`config.mk`:
```
export PLATFORM = sky130hd
export DESIGN_NAME = twc_timer
export DESIGN_NICKNAME = d
export VERILOG_FILES = /design/src/design/twc_pkg.sv /design/src/design/twc_prescaler.sv /design/src/design/twc_timer.sv
export SDC_FILE = /design/constraint.sdc
export NUM_CORES = 1
export LEC_CHECK = 0
export BUFFER_PORTS_ARGS = -buffer_cell sky130_fd_sc_hd__buf_4
export CORE_MARGIN = 3
export CORE_UTILIZATION = 47
export CTS_CLUSTER_DIAMETER = 200
export DETAILED_ROUTE_END_ITERATION = 16
export PLACE_DENSITY = 0.75
export SETUP_SLACK_MARGIN = 0.02
export SYNTH_ARGS = -nofsm -noshare
export SYNTH_HDL_FRONTEND = slang
export SYNTH_SLANG_ARGS = --single-unit
```
`constraint.sdc`:
```
create_clock -name ref_clk_i -period 2.3 [get_ports ref_clk_i]
set_input_delay 0 -clock ref_clk_i [delete_from_list [all_inputs] [get_ports ref_clk_i]]
set_output_delay 0 -clock ref_clk_i [all_outputs]
set_load 0.005 [all_outputs]
```
`src/design/twc_pkg.sv`:
```
// shared constants, field layouts and types of the 8-bit wave timer
package twc_pkg;

  localparam int unsigned ADDR_W = 10;
  localparam int unsigned DATA_W = 8;
  localparam int unsigned PRESC_W = 10;

  // register indices; byte address is four times the index
  localparam logic [7:0] IDX_CTL_A  = 8'hb0;
  localparam logic [7:0] IDX_CTL_B  = 8'hb1;
  localparam logic [7:0] IDX_COUNT  = 8'hb2;
  localparam logic [7:0] IDX_CMP_A  = 8'hb3;
  localparam logic [7:0] IDX_CMP_B  = 8'hb4;
  localparam logic [7:0] IDX_FLAGS  = 8'hb5;
  localparam logic [7:0] IDX_CLKCFG = 8'hb6;

  localparam logic [ADDR_W-1:0] ADDR_CTL_A  = {IDX_CTL_A, 2'b00};
  localparam logic [ADDR_W-1:0] ADDR_CTL_B  = {IDX_CTL_B, 2'b00};
  localparam logic [ADDR_W-1:0] ADDR_COUNT  = {IDX_COUNT, 2'b00};
  localparam logic [ADDR_W-1:0] ADDR_CMP_A  = {IDX_CMP_A, 2'b00};
  localparam logic [ADDR_W-1:0] ADDR_CMP_B  = {IDX_CMP_B, 2'b00};
  localparam logic [ADDR_W-1:0] ADDR_FLAGS  = {IDX_FLAGS, 2'b00};
  localparam logic [ADDR_W-1:0] ADDR_CLKCFG = {IDX_CLKCFG, 2'b00};

  // field positions
  localparam int unsigned CTLB_FORCE_A = 7;
  localparam int unsigned CTLB_FORCE_B = 6;
  localparam int unsigned FLAG_MATCH_B = 2;
  localparam int unsigned FLAG_MATCH_A = 1;
  localparam int unsigned FLAG_OVF     = 0;
  localparam int unsigned CLKCFG_ASYNC = 5;

  localparam logic [7:0] RESET_VAL  = 8'h00;
  localparam logic [7:0] COUNT_MAX  = 8'hff;
  localparam logic [7:0] COUNT_BOT  = 8'h00;

  typedef enum logic [2:0] {
    WM_NORMAL  = 3'b000,
    WM_PC_FF   = 3'b001,
    WM_CTC     = 3'b010,
    WM_FAST_FF = 3'b011,
    WM_RSVD4   = 3'b100,
    WM_PC_A    = 3'b101,
    WM_RSVD6   = 3'b110,
    WM_FAST_A  = 3'b111
  } twc_wave_mode_t;

  typedef enum logic [2:0] {
    CS_STOP    = 3'b000,
    CS_DIV1    = 3'b001,
    CS_DIV8    = 3'b010,
    CS_DIV32   = 3'b011,
    CS_DIV64   = 3'b100,
    CS_DIV128  = 3'b101,
    CS_DIV256  = 3'b110,
    CS_DIV1024 = 3'b111
  } twc_clk_sel_t;

  typedef enum logic [0:0] {
    DIR_UP   = 1'b0,
    DIR_DOWN = 1'b1
  } twc_dir_t;

  typedef struct packed {
    logic [1:0] act_a;
    logic [1:0] act_b;
    logic [1:0] rsvd;
    logic [1:0] wgm_lo;
  } twc_ctl_a_t;

  typedef struct packed {
    logic         force_a;
    logic         force_b;
    logic [1:0]   rsvd;
    logic         wgm_hi;
    twc_clk_sel_t cs;
  } twc_ctl_b_t;

endpackage

```
`src/design/twc_prescaler.sv`:
```
// prescaler: divides source ticks into the selected timer tick enable
`timescale 1ns/1ns
module twc_prescaler
  import twc_pkg::*;
(
  input  wire logic         ref_clk_i,
  input  wire logic         reset_i,
  input  wire logic         src_tick_i,
  input  wire twc_clk_sel_t sel_i,
  output logic              tick_o
);

  logic [PRESC_W-1:0] div_q;
  logic [PRESC_W-1:0] div_d;

  // low bits that must all be set for one divided tick
  function automatic logic [PRESC_W-1:0] div_mask(input twc_clk_sel_t s);
    case (s)
      CS_DIV8:    div_mask = 10'h007;
      CS_DIV32:   div_mask = 10'h01f;
      CS_DIV64:   div_mask = 10'h03f;
      CS_DIV128:  div_mask = 10'h07f;
      CS_DIV256:  div_mask = 10'h0ff;
      CS_DIV1024: div_mask = 10'h3ff;
      default:    div_mask = 10'h000;
    endcase
  endfunction

  always_comb begin
    div_d = div_q;
    if (src_tick_i) begin
      div_d = div_q + 10'h001;
    end
  end

  always_ff @(posedge ref_clk_i) begin
    if (reset_i) begin
      div_q <= 10'h000;
    end else begin
      div_q <= div_d;
    end
  end

  // stop code gives no tick at all
  always_comb begin
    if (sel_i == CS_STOP) begin
      tick_o = 1'b0;
    end else begin
      tick_o = src_tick_i && ((div_q & div_mask(sel_i)) == div_mask(sel_i));
    end
  end

endmodule

```
`src/design/twc_timer.sv`:
```
// 8-bit timer with two compare outputs, control and counter registers
//
// Implementation choice: the plain strobed port.
`timescale 1ns/1ns
//
// Summary of operation
// - nonzero B action drives pin when direction set
// - non-PWM B: off, toggle, clear, set
// - fast PWM B: clear/set on match, reverse at bottom
// - fast PWM: level B at TOP acts at bottom
// - phase correct B: action flips with count direction
// - phase correct: level B at TOP acts at TOP
// - reserved control bits read as zero
// - three-bit waveform select picks mode
// - TOP source and compare load moment per mode
// - overflow flag moment per mode
// - force strobe applies output action in non-PWM
// - forced compare sets no flag, no clear
// - force bits read zero, inert in PWM
// - clock select divides source by 1 to 1024
// - select zero stops and holds counter
// - count value readable and writable directly
// - count write blocks match on next tick
// - equality compare only, no catch-up match
// - source clock internal or crystal pin
// - genuine B match sets flag, cleared by ack/one
module twc_timer
  import twc_pkg::*;
(
  input  wire logic [ADDR_W-1:0] addr_i,
  input  wire logic [DATA_W-1:0] wdata_i,
  input  wire logic              wr_i,
  input  wire logic              rd_i,
  input  wire logic              ref_clk_i,
  input  wire logic              reset_i,
  input  wire logic              crystal_clock_i,
  input  wire logic              dir_a_i,
  input  wire logic              dir_b_i,
  input  wire logic              port_a_data_i,
  input  wire logic              port_b_data_i,
  input  wire logic [2:0]        flag_ack_i,
  output logic      [DATA_W-1:0] rdata_o,
  output logic                   pin_a_o,
  output logic                   pin_a_oe_o,
  output logic                   pin_b_o,
  output logic                   pin_b_oe_o
);

  twc_ctl_a_t     ctl_a_q, ctl_a_d;
  twc_ctl_b_t     ctl_b_q, ctl_b_d;
  logic [7:0]     cnt_q, cnt_d;
  logic [7:0]     cmp_a_buf_q, cmp_a_buf_d;
  logic [7:0]     cmp_b_buf_q, cmp_b_buf_d;
  logic [7:0]     cmp_a_q, cmp_a_d;
  logic [7:0]     cmp_b_q, cmp_b_d;
  logic [2:0]     flags_q, flags_d;
  logic           async_q, async_d;
  twc_dir_t       dir_q, dir_d;
  logic           block_q, block_d;
  logic           oc_a_q, oc_a_d;
  logic           oc_b_q, oc_b_d;
  logic           xtal_q;
  logic [7:0]     rdata_d;
  logic           pin_a_d, pin_b_d;

  twc_wave_mode_t mode;
  twc_wave_mode_t mode_w;
  logic [7:0]     top_val;
  logic           src_tick;
  logic           tick;
  logic           at_top;
  logic           hit_a, hit_b;
  logic           ovf;
  logic           force_a, force_b;
  logic           cnt_wr;
  logic [2:0]     flag_clr;

  function automatic logic is_pwm(input twc_wave_mode_t m);
    is_pwm = m[0];
  endfunction

  function automatic logic is_fast(input twc_wave_mode_t m);
    is_fast = (m[1:0] == 2'b11);
  endfunction

  // next compare output level for one channel
  function automatic logic wave_step(input logic cur, input logic [1:0] act,
                                     input twc_wave_mode_t m, input logic hit,
                                     input logic wrap, input logic down,
                                     input logic cmp_top, input logic tog_ok);
    logic r;
    r = cur;
    if (!is_pwm(m)) begin
      if (hit) begin
        case (act)
          2'b01:   r = ~cur;
          2'b10:   r = 1'b0;
          2'b11:   r = 1'b1;
          default: r = cur;
        endcase
      end
    end else if (act == 2'b01) begin
      if (tog_ok && hit) begin
        r = ~cur;
      end
    end else if (act[1]) begin
      if (hit && !cmp_top) begin
        r = act[0] ^ down;
      end
      if (is_fast(m) && wrap) begin
        r = ~act[0];
      end
      if (!is_fast(m) && wrap && cmp_top) begin
        r = ~act[0];
      end
    end
    return r;
  endfunction

  assign mode   = twc_wave_mode_t'({ctl_b_q.wgm_hi, ctl_a_q.wgm_lo});
  assign mode_w = twc_wave_mode_t'({wdata_i[3], ctl_a_q.wgm_lo});

  always_comb begin
    case (mode)
      WM_CTC, WM_PC_A, WM_FAST_A: top_val = cmp_a_q;
      default:                    top_val = COUNT_MAX;
    endcase
  end

  // internal clock ticks every cycle; crystal clock ticks on its rising edge
  assign src_tick = async_q ? (crystal_clock_i & ~xtal_q) : 1'b1;

  twc_prescaler u_presc (
    .ref_clk_i  (ref_clk_i),
    .reset_i    (reset_i),
    .src_tick_i (src_tick),
    .sel_i      (ctl_b_q.cs),
    .tick_o     (tick)
  );

  assign cnt_wr  = wr_i && (addr_i == ADDR_COUNT);
  assign at_top  = tick && (cnt_q == top_val);
  // equality only: a skipped value is never caught up
  assign hit_a   = tick && !block_q && (cnt_q == cmp_a_q);
  assign hit_b   = tick && !block_q && (cnt_q == cmp_b_q);
  assign force_a = wr_i && (addr_i == ADDR_CTL_B) && wdata_i[CTLB_FORCE_A]
                   && !is_pwm(mode_w);
  assign force_b = wr_i && (addr_i == ADDR_CTL_B) && wdata_i[CTLB_FORCE_B]
                   && !is_pwm(mode_w);

  always_comb begin
    case (mode)
      WM_PC_FF, WM_PC_A: ovf = tick && (dir_q == DIR_DOWN) && (cnt_q == COUNT_BOT);
      WM_FAST_A:         ovf = at_top;
      default:           ovf = tick && (cnt_q == COUNT_MAX);
    endcase
  end

  // counter, direction and blocking
  always_comb begin
    cnt_d   = cnt_q;
    dir_d   = dir_q;
    block_d = block_q;
    if (tick) begin
      block_d = 1'b0;
      case (mode)
        WM_PC_FF, WM_PC_A: begin
          if (dir_q == DIR_UP) begin
            if (cnt_q == top_val) begin
              dir_d = DIR_DOWN;
              cnt_d = cnt_q - 8'h01;
            end else begin
              cnt_d = cnt_q + 8'h01;
            end
          end else begin
            if (cnt_q == COUNT_BOT) begin
              dir_d = DIR_UP;
              cnt_d = cnt_q + 8'h01;
            end else begin
              cnt_d = cnt_q - 8'h01;
            end
          end
        end
        WM_CTC, WM_FAST_FF, WM_FAST_A: begin
          cnt_d = (cnt_q == top_val) ? COUNT_BOT : cnt_q + 8'h01;
        end
        default: begin
          cnt_d = cnt_q + 8'h01;
        end
      endcase
    end
    if (!(mode == WM_PC_FF || mode == WM_PC_A)) begin
      dir_d = DIR_UP;
    end
    if (cnt_wr) begin
      cnt_d   = wdata_i;
      block_d = 1'b1;
    end
  end

  // registers written by software and compare buffers
  always_comb begin
    ctl_a_d     = ctl_a_q;
    ctl_b_d     = ctl_b_q;
    cmp_a_buf_d = cmp_a_buf_q;
    cmp_b_buf_d = cmp_b_buf_q;
    async_d     = async_q;
    flag_clr    = flag_ack_i;
    if (wr_i) begin
      case (addr_i)
        ADDR_CTL_A: begin
          ctl_a_d      = twc_ctl_a_t'(wdata_i);
          ctl_a_d.rsvd = 2'b00;
        end
        ADDR_CTL_B: begin
          ctl_b_d         = twc_ctl_b_t'(wdata_i);
          ctl_b_d.force_a = 1'b0;
          ctl_b_d.force_b = 1'b0;
          ctl_b_d.rsvd    = 2'b00;
        end
        ADDR_CMP_A:   cmp_a_buf_d = wdata_i;
        ADDR_CMP_B:   cmp_b_buf_d = wdata_i;
        ADDR_FLAGS:   flag_clr    = flag_ack_i | wdata_i[2:0];
        ADDR_CLKCFG:  async_d     = wdata_i[CLKCFG_ASYNC];
        default:      ctl_a_d     = ctl_a_q;
      endcase
    end
    // hardware set wins over a clear in the same cycle
    flags_d = (flags_q & ~flag_clr) | {hit_b, hit_a, ovf};
    cmp_a_d = cmp_a_q;
    cmp_b_d = cmp_b_q;
    if (!is_pwm(mode)) begin
      cmp_a_d = cmp_a_buf_d;
      cmp_b_d = cmp_b_buf_d;
    end else if (at_top) begin
      cmp_a_d = cmp_a_buf_q;
      cmp_b_d = cmp_b_buf_q;
    end
  end

  // waveform outputs and pin muxing
  always_comb begin
    oc_a_d  = wave_step(oc_a_q, ctl_a_q.act_a, mode, hit_a || force_a, at_top,
                        dir_q == DIR_DOWN, cmp_a_q == top_val, ctl_b_q.wgm_hi);
    oc_b_d  = wave_step(oc_b_q, ctl_a_q.act_b, mode, hit_b || force_b, at_top,
                        dir_q == DIR_DOWN, cmp_b_q == top_val, 1'b0);
    pin_a_d = (ctl_a_q.act_a != 2'b00) ? oc_a_q : port_a_data_i;
    pin_b_d = (ctl_a_q.act_b != 2'b00) ? oc_b_q : port_b_data_i;
  end

  // read data stand only in the cycle after the strobe
  always_comb begin
    rdata_d = 8'h00;
    if (rd_i) begin
      case (addr_i)
        ADDR_CTL_A:  rdata_d = {ctl_a_q.act_a, ctl_a_q.act_b, 2'b00, ctl_a_q.wgm_lo};
        ADDR_CTL_B:  rdata_d = {4'h0, ctl_b_q.wgm_hi, ctl_b_q.cs};
        ADDR_COUNT:  rdata_d = cnt_q;
        ADDR_CMP_A:  rdata_d = cmp_a_buf_q;
        ADDR_CMP_B:  rdata_d = cmp_b_buf_q;
        ADDR_FLAGS:  rdata_d = {5'h00, flags_q};
        ADDR_CLKCFG: rdata_d = {2'b00, async_q, 5'h00};
        default:     rdata_d = 8'h00;
      endcase
    end
  end

  always_ff @(posedge ref_clk_i) begin
    if (reset_i) begin
      ctl_a_q     <= twc_ctl_a_t'(RESET_VAL);
      ctl_b_q     <= twc_ctl_b_t'(RESET_VAL);
      cnt_q       <= RESET_VAL;
      cmp_a_buf_q <= RESET_VAL;
      cmp_b_buf_q <= RESET_VAL;
      cmp_a_q     <= RESET_VAL;
      cmp_b_q     <= RESET_VAL;
      flags_q     <= 3'h0;
      async_q     <= 1'b0;
      dir_q       <= DIR_UP;
      block_q     <= 1'b0;
      oc_a_q      <= 1'b0;
      oc_b_q      <= 1'b0;
      xtal_q      <= 1'b0;
      rdata_o     <= 8'h00;
      pin_a_o     <= 1'b0;
      pin_a_oe_o  <= 1'b0;
      pin_b_o     <= 1'b0;
      pin_b_oe_o  <= 1'b0;
    end else begin
      ctl_a_q     <= ctl_a_d;
      ctl_b_q     <= ctl_b_d;
      cnt_q       <= cnt_d;
      cmp_a_buf_q <= cmp_a_buf_d;
      cmp_b_buf_q <= cmp_b_buf_d;
      cmp_a_q     <= cmp_a_d;
      cmp_b_q     <= cmp_b_d;
      flags_q     <= flags_d;
      async_q     <= async_d;
      dir_q       <= dir_d;
      block_q     <= block_d;
      oc_a_q      <= oc_a_d;
      oc_b_q      <= oc_b_d;
      xtal_q      <= crystal_clock_i;
      rdata_o     <= rdata_d;
      pin_a_o     <= pin_a_d;
      pin_a_oe_o  <= dir_a_i;
      pin_b_o     <= pin_b_d;
      pin_b_oe_o  <= dir_b_i;
    end
  end

  property p_pin_b_dir;
    @(posedge ref_clk_i) disable iff (reset_i)
      !reset_i |=> (pin_b_oe_o == $past(dir_b_i)) &&
                   (($past(ctl_a_q.act_b) == 2'b00) || (pin_b_o == $past(oc_b_q)));
  endproperty
  a_pin_b_dir: assert property (p_pin_b_dir) else $error("pin b drive wrong");

  property p_set_on_match;
    @(posedge ref_clk_i) disable iff (reset_i)
      (hit_b && !is_pwm(mode) && ctl_a_q.act_b == 2'b11) |=> oc_b_q ##1 pin_b_o;
  endproperty
  a_set_on_match: assert property (p_set_on_match) else $error("b not set on match");

  property p_fast_bottom;
    @(posedge ref_clk_i) disable iff (reset_i)
      (at_top && is_fast(mode) && ctl_a_q.act_b == 2'b10) |=> oc_b_q;
  endproperty
  a_fast_bottom: assert property (p_fast_bottom) else $error("b not set at bottom");

  property p_rsvd_zero;
    @(posedge ref_clk_i) disable iff (reset_i)
      (rd_i && addr_i == ADDR_CTL_A) |=> (rdata_o[3:2] == 2'b00);
  endproperty
  a_rsvd_zero: assert property (p_rsvd_zero) else $error("reserved bits nonzero");

  property p_ctc_top;
    @(posedge ref_clk_i) disable iff (reset_i)
      (at_top && mode == WM_CTC && !cnt_wr) |=> (cnt_q == COUNT_BOT);
  endproperty
  a_ctc_top: assert property (p_ctc_top) else $error("no clear at top");

  property p_ovf_normal;
    @(posedge ref_clk_i) disable iff (reset_i)
      (tick && mode == WM_NORMAL && cnt_q == COUNT_MAX) |=> flags_q[FLAG_OVF];
  endproperty
  a_ovf_normal: assert property (p_ovf_normal) else $error("overflow not flagged");

  property p_force_noflag;
    @(posedge ref_clk_i) disable iff (reset_i)
      (force_b && !hit_b && !flags_q[FLAG_MATCH_B]) |=> !flags_q[FLAG_MATCH_B];
  endproperty
  a_force_noflag: assert property (p_force_noflag) else $error("force raised flag");

  property p_force_read_zero;
    @(posedge ref_clk_i) disable iff (reset_i)
      (rd_i && addr_i == ADDR_CTL_B) |=> (rdata_o[7:4] == 4'h0);
  endproperty
  a_force_read_zero: assert property (p_force_read_zero) else $error("force bits read");

  property p_stop_holds;
    @(posedge ref_clk_i) disable iff (reset_i)
      (ctl_b_q.cs == CS_STOP && !cnt_wr) |=> $stable(cnt_q);
  endproperty
  a_stop_holds: assert property (p_stop_holds) else $error("stopped counter moved");

  property p_block;
    @(posedge ref_clk_i) disable iff (reset_i)
      cnt_wr ##1 (!cnt_wr && tick) |-> !hit_a && !hit_b;
  endproperty
  a_block: assert property (p_block) else $error("match after count write");

  property p_step;
    @(posedge ref_clk_i) disable iff (reset_i)
      (tick && mode == WM_NORMAL && !cnt_wr) |=> (cnt_q == $past(cnt_q) + 8'h01);
  endproperty
  a_step: assert property (p_step) else $error("counter did not step");

endmodule

```
Yosys cells after proc, flatten, opt, wreduce, memory -nomap -nowiden. Index checks and enable logic that the tools add are counted.

Divide/modulo/power cells: 0. Reduce and logical (&&, ||, !) cells: 49. Order comparisons: 0. Equality and inequality tests: 39. Bitwise gates (word level): 15. Muxes and demuxes: 48. Add/sub/neg operators: 3. Shift-type cells: 0. Multiply operators: 0.

Operators with widths (count): two-way mux 8 bit (15); == test 10 bit (second input constant) (7); one-hot mux 10 bit (6 select lines) (1); one-hot mux 8 bit (7 select lines) (1); == test 8 bit (5); two-way mux 1 bit (24); logical AND 1 bit (21); == test 3 bit (second input constant) (6); one-hot mux 8 bit (2 select lines) (1); == test 3 x 2 -> 1 bit (second input constant) (4); adder 10 x 1 -> 10 bit (second input constant) (1); AND 10 bit (1); == test 10 bit (1); == test 2 bit (second input constant) (5); two-way mux 10 bit (1); AND reduction 5 bit (2); nonzero test 2 bit (5); adder 8 x 1 -> 8 bit (second input constant) (1); == test 8 bit (second input constant) (1); zero test 8 bit (1); AND reduction 2 bit (4); nonzero test 4 bit (2); subtractor 8 x 1 -> 8 bit (second input constant) (1); NOT 1 bit (7); other kinds (21) (36).

Word-level logic and storage cells: 177. Input port bits: 30. Memory bits (writable): 0. Latch bits: 0. Register bits after elaboration: 81. Memories: 0. Memory bits (read-only): 0. Output and inout bits: 12.

Depth between registers and ports, before layout.
Depth in word-level cells: 17. Depth in mapped cells: 12. Gate-level depth less buffers: 10.

Hierarchy. A second synthesis with hierarchy kept.

Cells, all modules: 579. Area total of the unflattened synthesis: 4759.6 µm².

Modules (own cells, without submodules): twc_timer (area each 4259.1 µm², times used 1, cells each 521); twc_prescaler (area each 500.5 µm², times used 1, cells each 58).

Worst setup path before layout. Ideal clock, no wire load.

Path type: register to register. Start: register cnt_q[2]. End: register oc_a_q. Cell stages (with the launch flop): 11. Setup slack: -139 ps. Arrival time: 2314 ps. Required time: 2175 ps. Path through: dfxtp_1 clkbuf_1 nor2b_1 a2111oi_1 a21boi_1 nor4b_4 buf_2 nand3b_1 a21bo_2 a31oi_1 a21oi_1.

Cells in the longest elaborated chain, start to end: 8. Elaborated cells on any way between the ends: 19. Those cells by class: 4 x eq/ne; 5 x mux; 10 x reduce/logical.

RTL lines: from (decl) (RTL line twc_timer.sv:51) `logic [7:0] cnt_q, cnt_d;`; from (signal assigned) (RTL line twc_timer.sv:292) `cnt_q <= cnt_d;`; == test 8 bit (RTL line twc_timer.sv:142) `assign at_top = tick && (cnt_q == top_val);`; logical AND 1 bit (RTL line twc_timer.sv:142); logical AND 1 bit (on tied branches) (RTL line twc_timer.sv:110, twc_timer.sv:113); two-way mux 1 bit / logical AND 1 bit (equally long branches) (RTL line twc_timer.sv:110, twc_timer.sv:113); two-way mux 1 bit (RTL line twc_timer.sv:113) `if (!is_fast(m) && wrap && cmp_top) begin`; two-way mux 1 bit (RTL line twc_timer.sv:106) `end else if (act[1]) begin`; two-way mux 1 bit (RTL line twc_timer.sv:102) `end else if (act == 2'b01) begin`; two-way mux 1 bit (RTL line twc_timer.sv:93) `if (!is_pwm(m)) begin`; to (signal assigned) (RTL line twc_timer.sv:281) `oc_a_q <= 1'b0;`; to (signal assigned) (RTL line twc_timer.sv:301) `oc_a_q <= oc_a_d;`; to (decl) (RTL line twc_timer.sv:60) `logic oc_a_q, oc_a_d;`.

Several ways; a longest one is shown, not always the timed one. The select of a mux whose other input is x is not followed. A chain may end at the register's enable or synchronous reset.

Worst setup path after layout.
Start: register ctl_b_q[3] (netlist name). End: register cmp_a_q[1].

Cells in the longest elaborated chain, start to end: 6. Elaborated cells on any way between the ends: 8. Those cells by class: 5 x eq/ne; 1 x mux; 2 x reduce/logical.

RTL lines: from (decl) (RTL line twc_timer.sv:50) `twc_ctl_b_t ctl_b_q, ctl_b_d;`; from (signal assigned) (RTL line twc_timer.sv:271) `ctl_b_q <= twc_ctl_b_t'(RESET_VAL);`; from (signal assigned) (RTL line twc_timer.sv:291) `ctl_b_q <= ctl_b_d;`; == test 3 bit / == test 3 x 2 -> 1 bit (equally long branches) (RTL line twc_timer.sv:124) `case (mode)`; OR reduction 3 bit (*) (RTL line twc_timer.sv:124); two-way mux 8 bit (*) (RTL line twc_timer.sv:124); == test 8 bit (*) (RTL line twc_timer.sv:142); logical AND 1 bit (*) (RTL line twc_timer.sv:142); != test 2 x 1 -> 1 bit (no line) (*); to (signal assigned) (RTL line twc_timer.sv:295) `cmp_a_q <= cmp_a_d;`; to (decl) (RTL line twc_timer.sv:54) `logic [7:0] cmp_a_q, cmp_a_d;`.

Every way passes the cells marked *; elsewhere a longest branch is shown, timed or not.

==> impl_metrics.yaml <==
outcome:
  outcome: "complete, but fails checks"
  violations: "setup timing"
synth:
  synth_flop_cell: "dfxtp_1"
  ys_async_sr_fraction_pct: 0
  synth_most_common_cell: "dfxtp_1"
  synth_area_leader_cell: "dfxtp_1"
  synth_top_area_share_pct: 33.5
  synth_edf_count: 0
  syn_nets: 639
  ys_ff_latch: 81
  avgSynthCellArea_um2: 7.99
  postSynthCellCount: 605
  ys_types: 70
  seq_area_frac_synth_pct: 33.5
  synth_area_leaders: "dfxtp_1, mux2i_1, nand2_1"
  yosys_warnings: 0
  syn_area_um2: 4830
  synth_top_cells_by_count: "dfxtp_1, nand2_1, nor2_1"
global_routing:
  grt_overflow: 0
  grt_usage_pct: 27.8
  grt_pass1_wl_um: 25200
  grt_pass1_vias: 4882
  busiest_layer: "met2"
  antenna_found_initial: 0
  met3_usage_pct: 4.62
  use_met1_pct: 37.4
  grt_max_degree: 46
  globalRouteMet2Util_pct: 44.6
setup_path:
  critPathBufInv: 4
  cp.depth: 12
  critPathKind: "flip-flop to flip-flop"
  crit_family: "simple AND/OR/NAND/NOR gates"
  crit_fanout: 8
  required_ns: 2.59
  critPathArrivalTime_ns: 2.79
  critPathLaunchType: "flip-flop"
  critPathMaxStageDelay_ns: 0.35
  crit_top_cell: "buf_4"
  critPathCaptureType: "flip-flop"
  path_cells: "buf_4 -> and2_2 -> o21bai_1 -> xor2_1 -> nor4b_4 -> buf_6 -> buf_4 -> nand2_4 -> clkbuf_16 -> nand2_1 -> and3_1 -> a211oi_2"
  r2r.worst_path.cells: 12
  slowest_stage: "dfxtp_4"
pwr:
  power_mw: 2.72
  cellPowerDensity_nw_per_um2: 424
  peakVddDrop_uv: 339
  power.leakage_nw: 2.68
cells_and_area:
  syn2layout_area_growth_pct: 32.6
  post-route-util_pct: 64.7
  fin_nets: 754
  diodes: 0
  layout-drive-gt1-share_pct: 27.1
  final-instance-count-excl-fill: 857
placement:
  port_buffers: 41
  gp_congestion: 0.961
  placed_cells: 820
  dp_hpwl_um: 11700
  pre_cts_slack_ns: -0.164
detailed_routing:
  viasPerCell: 6.17
  num_vias: 5289
  routed_wl_um: 16800
  remaining_drc_errors: 0
  antenna_left: 0
  drtIter0Drc: 617
  first_pass_iters: 6
  wl_per_cell_um: 19.6
floorplanning:
  dieArea_um2: 11500
  core_um2: 9910
  start_util_pct: 48.8
  die_y_um: 107
  die_w_um: 107
  rows: 36
  io_pins: 42
sta:
  setup_slack_ns: -0.197
  slew_headroom_pct: 32.3
  fin_crit_sh_pct: 109
  rsz0062_at_grt: "true"
  report.final.setup_viol: 26
  min_period_ns: 2.50
  hold_slack_ns: 0.0178
  slew_viol_final: 0
  hold_violations: 0
  fin_skew_ns: 0.0139
  tightest_slew_ns: 0.999
  max_freq_ghz: 0.400
min_path:
  min_path_type: "input port to flip-flop"
  hold_path_depth: 4
clocking:
  clock_path_buffers: 2
  cts_num_sinks: 81
  cts_tree: "done"
  cts.htree.levels: 3
  cts_root_buf: "clkbuf_8"
  insertion_delay_ns: 0.37
  cts_inserted_buffers: 9
  clk_pin_slew_ns: 0.08
run:
  cap_viol_max_count: 0
[report_power, final]
group	switching [mW]	internal [mW]	leakage, nW	total [mW]
logic	0.0925	0.0796	1.91	0.172
clock network	0.538	0.591	0.109	1.13
registers	0.00690	1.41	0.657	1.42
[timing repair]
action,CTS,global route
endpoints found under the hold margin,29,0
resized for setup,18,26
endpoints found under the setup margin,26,28
pin swaps,12,9
hold buffers,16,0
buffers inserted,3,2
cloned,0,1
[worst reg2reg max path, cell delays in order, from the launching register on]
cell and delay, ns:
dfxtp_4 0.35, buf_4 0.15, and2_2 0.21, o21bai_1 0.22, xor2_1 0.35, nor4b_4 0.10, buf_6 0.16, buf_4 0.14
nand2_4 0.10, clkbuf_16 0.16, nand2_1 0.07, and3_1 0.20, a211oi_2 0.20
[cell families after synthesis]
family | synth area share, %
simple gates | 25.8
compound gates | 22.4
flops | 33.5
buf+inv | 4.89
mux | 7.12
xor+xnor | 5.25
fa+ha+maj | 1.04
[cell usage in the layout, fill, tap and decap left out, drive strengths merged, types with 11 or more instances in the layout]
master,n
a21oi,31
a211oi,21
nor2,71
xor2,17
dfxtp,81
nand2,79
dlygate4sd3,16
xnor2,12
mux2i,31
nor3,12
nand3,11
o21ai,26
clkbuf,13
inv,16
buf,130
and3,24
[metal layers]
metal / vias to the layer above / routed length (um) / share of wire [%]
met2: 335 / 7800 / 46
met4: 0 / 601 / 3.6
met1: 2473 / 6650 / 40
met3: 60 / 1760 / 10
li1: 2421 / - / -
met5: - / 0 / 0
[registers in the layout, summed over array words and instances (netlist names), 3 cells and up]
| register | cells |
|---|---|
| ctl_a_q | 6 |
| cnt_q | 8 |
| cmp_a_buf_q | 8 |
| u_presc.div_q | 10 |
| cmp_b_buf_q | 8 |
| cmp_a_q | 8 |
| cmp_b_q | 8 |
| flags_q | 3 |
| rdata_o | 8 |
| ctl_b_q | 4 |
[worst paths after layout]
kind                            slack (ns)           start          to
worst max register to register       -0.20      ctl_b_q[3]  cmp_a_q[1]
worst max-delay path                 -0.20      ctl_b_q[3]  cmp_a_q[1]
worst min register to register        0.49  cmp_a_buf_q[7]  rdata_o[7]
worst min-delay path                  0.02       addr_i[3]  rdata_o[2]
[cell type report]
class,instances,area (um^2)
clock inverters,3,47.5
well taps,133,166
flip-flops and latches,81,1630
inverters,15,56.3
multi-input cells,466,3140
fillers,831,3500
repair buffers,147,1200
clock buffers,12,165
[per-stage QoR]
step	TNS, ns	cell area (um^2)
final	-2.75	6410
after global routing	-5.88	6410
after global placement	-0.384	5800
after floorplan	-0.388	4850
after CTS	-1.16	6260
after detailed placement	-1.61	5800
No activity file was read; power rests on OpenSTA's default activity.
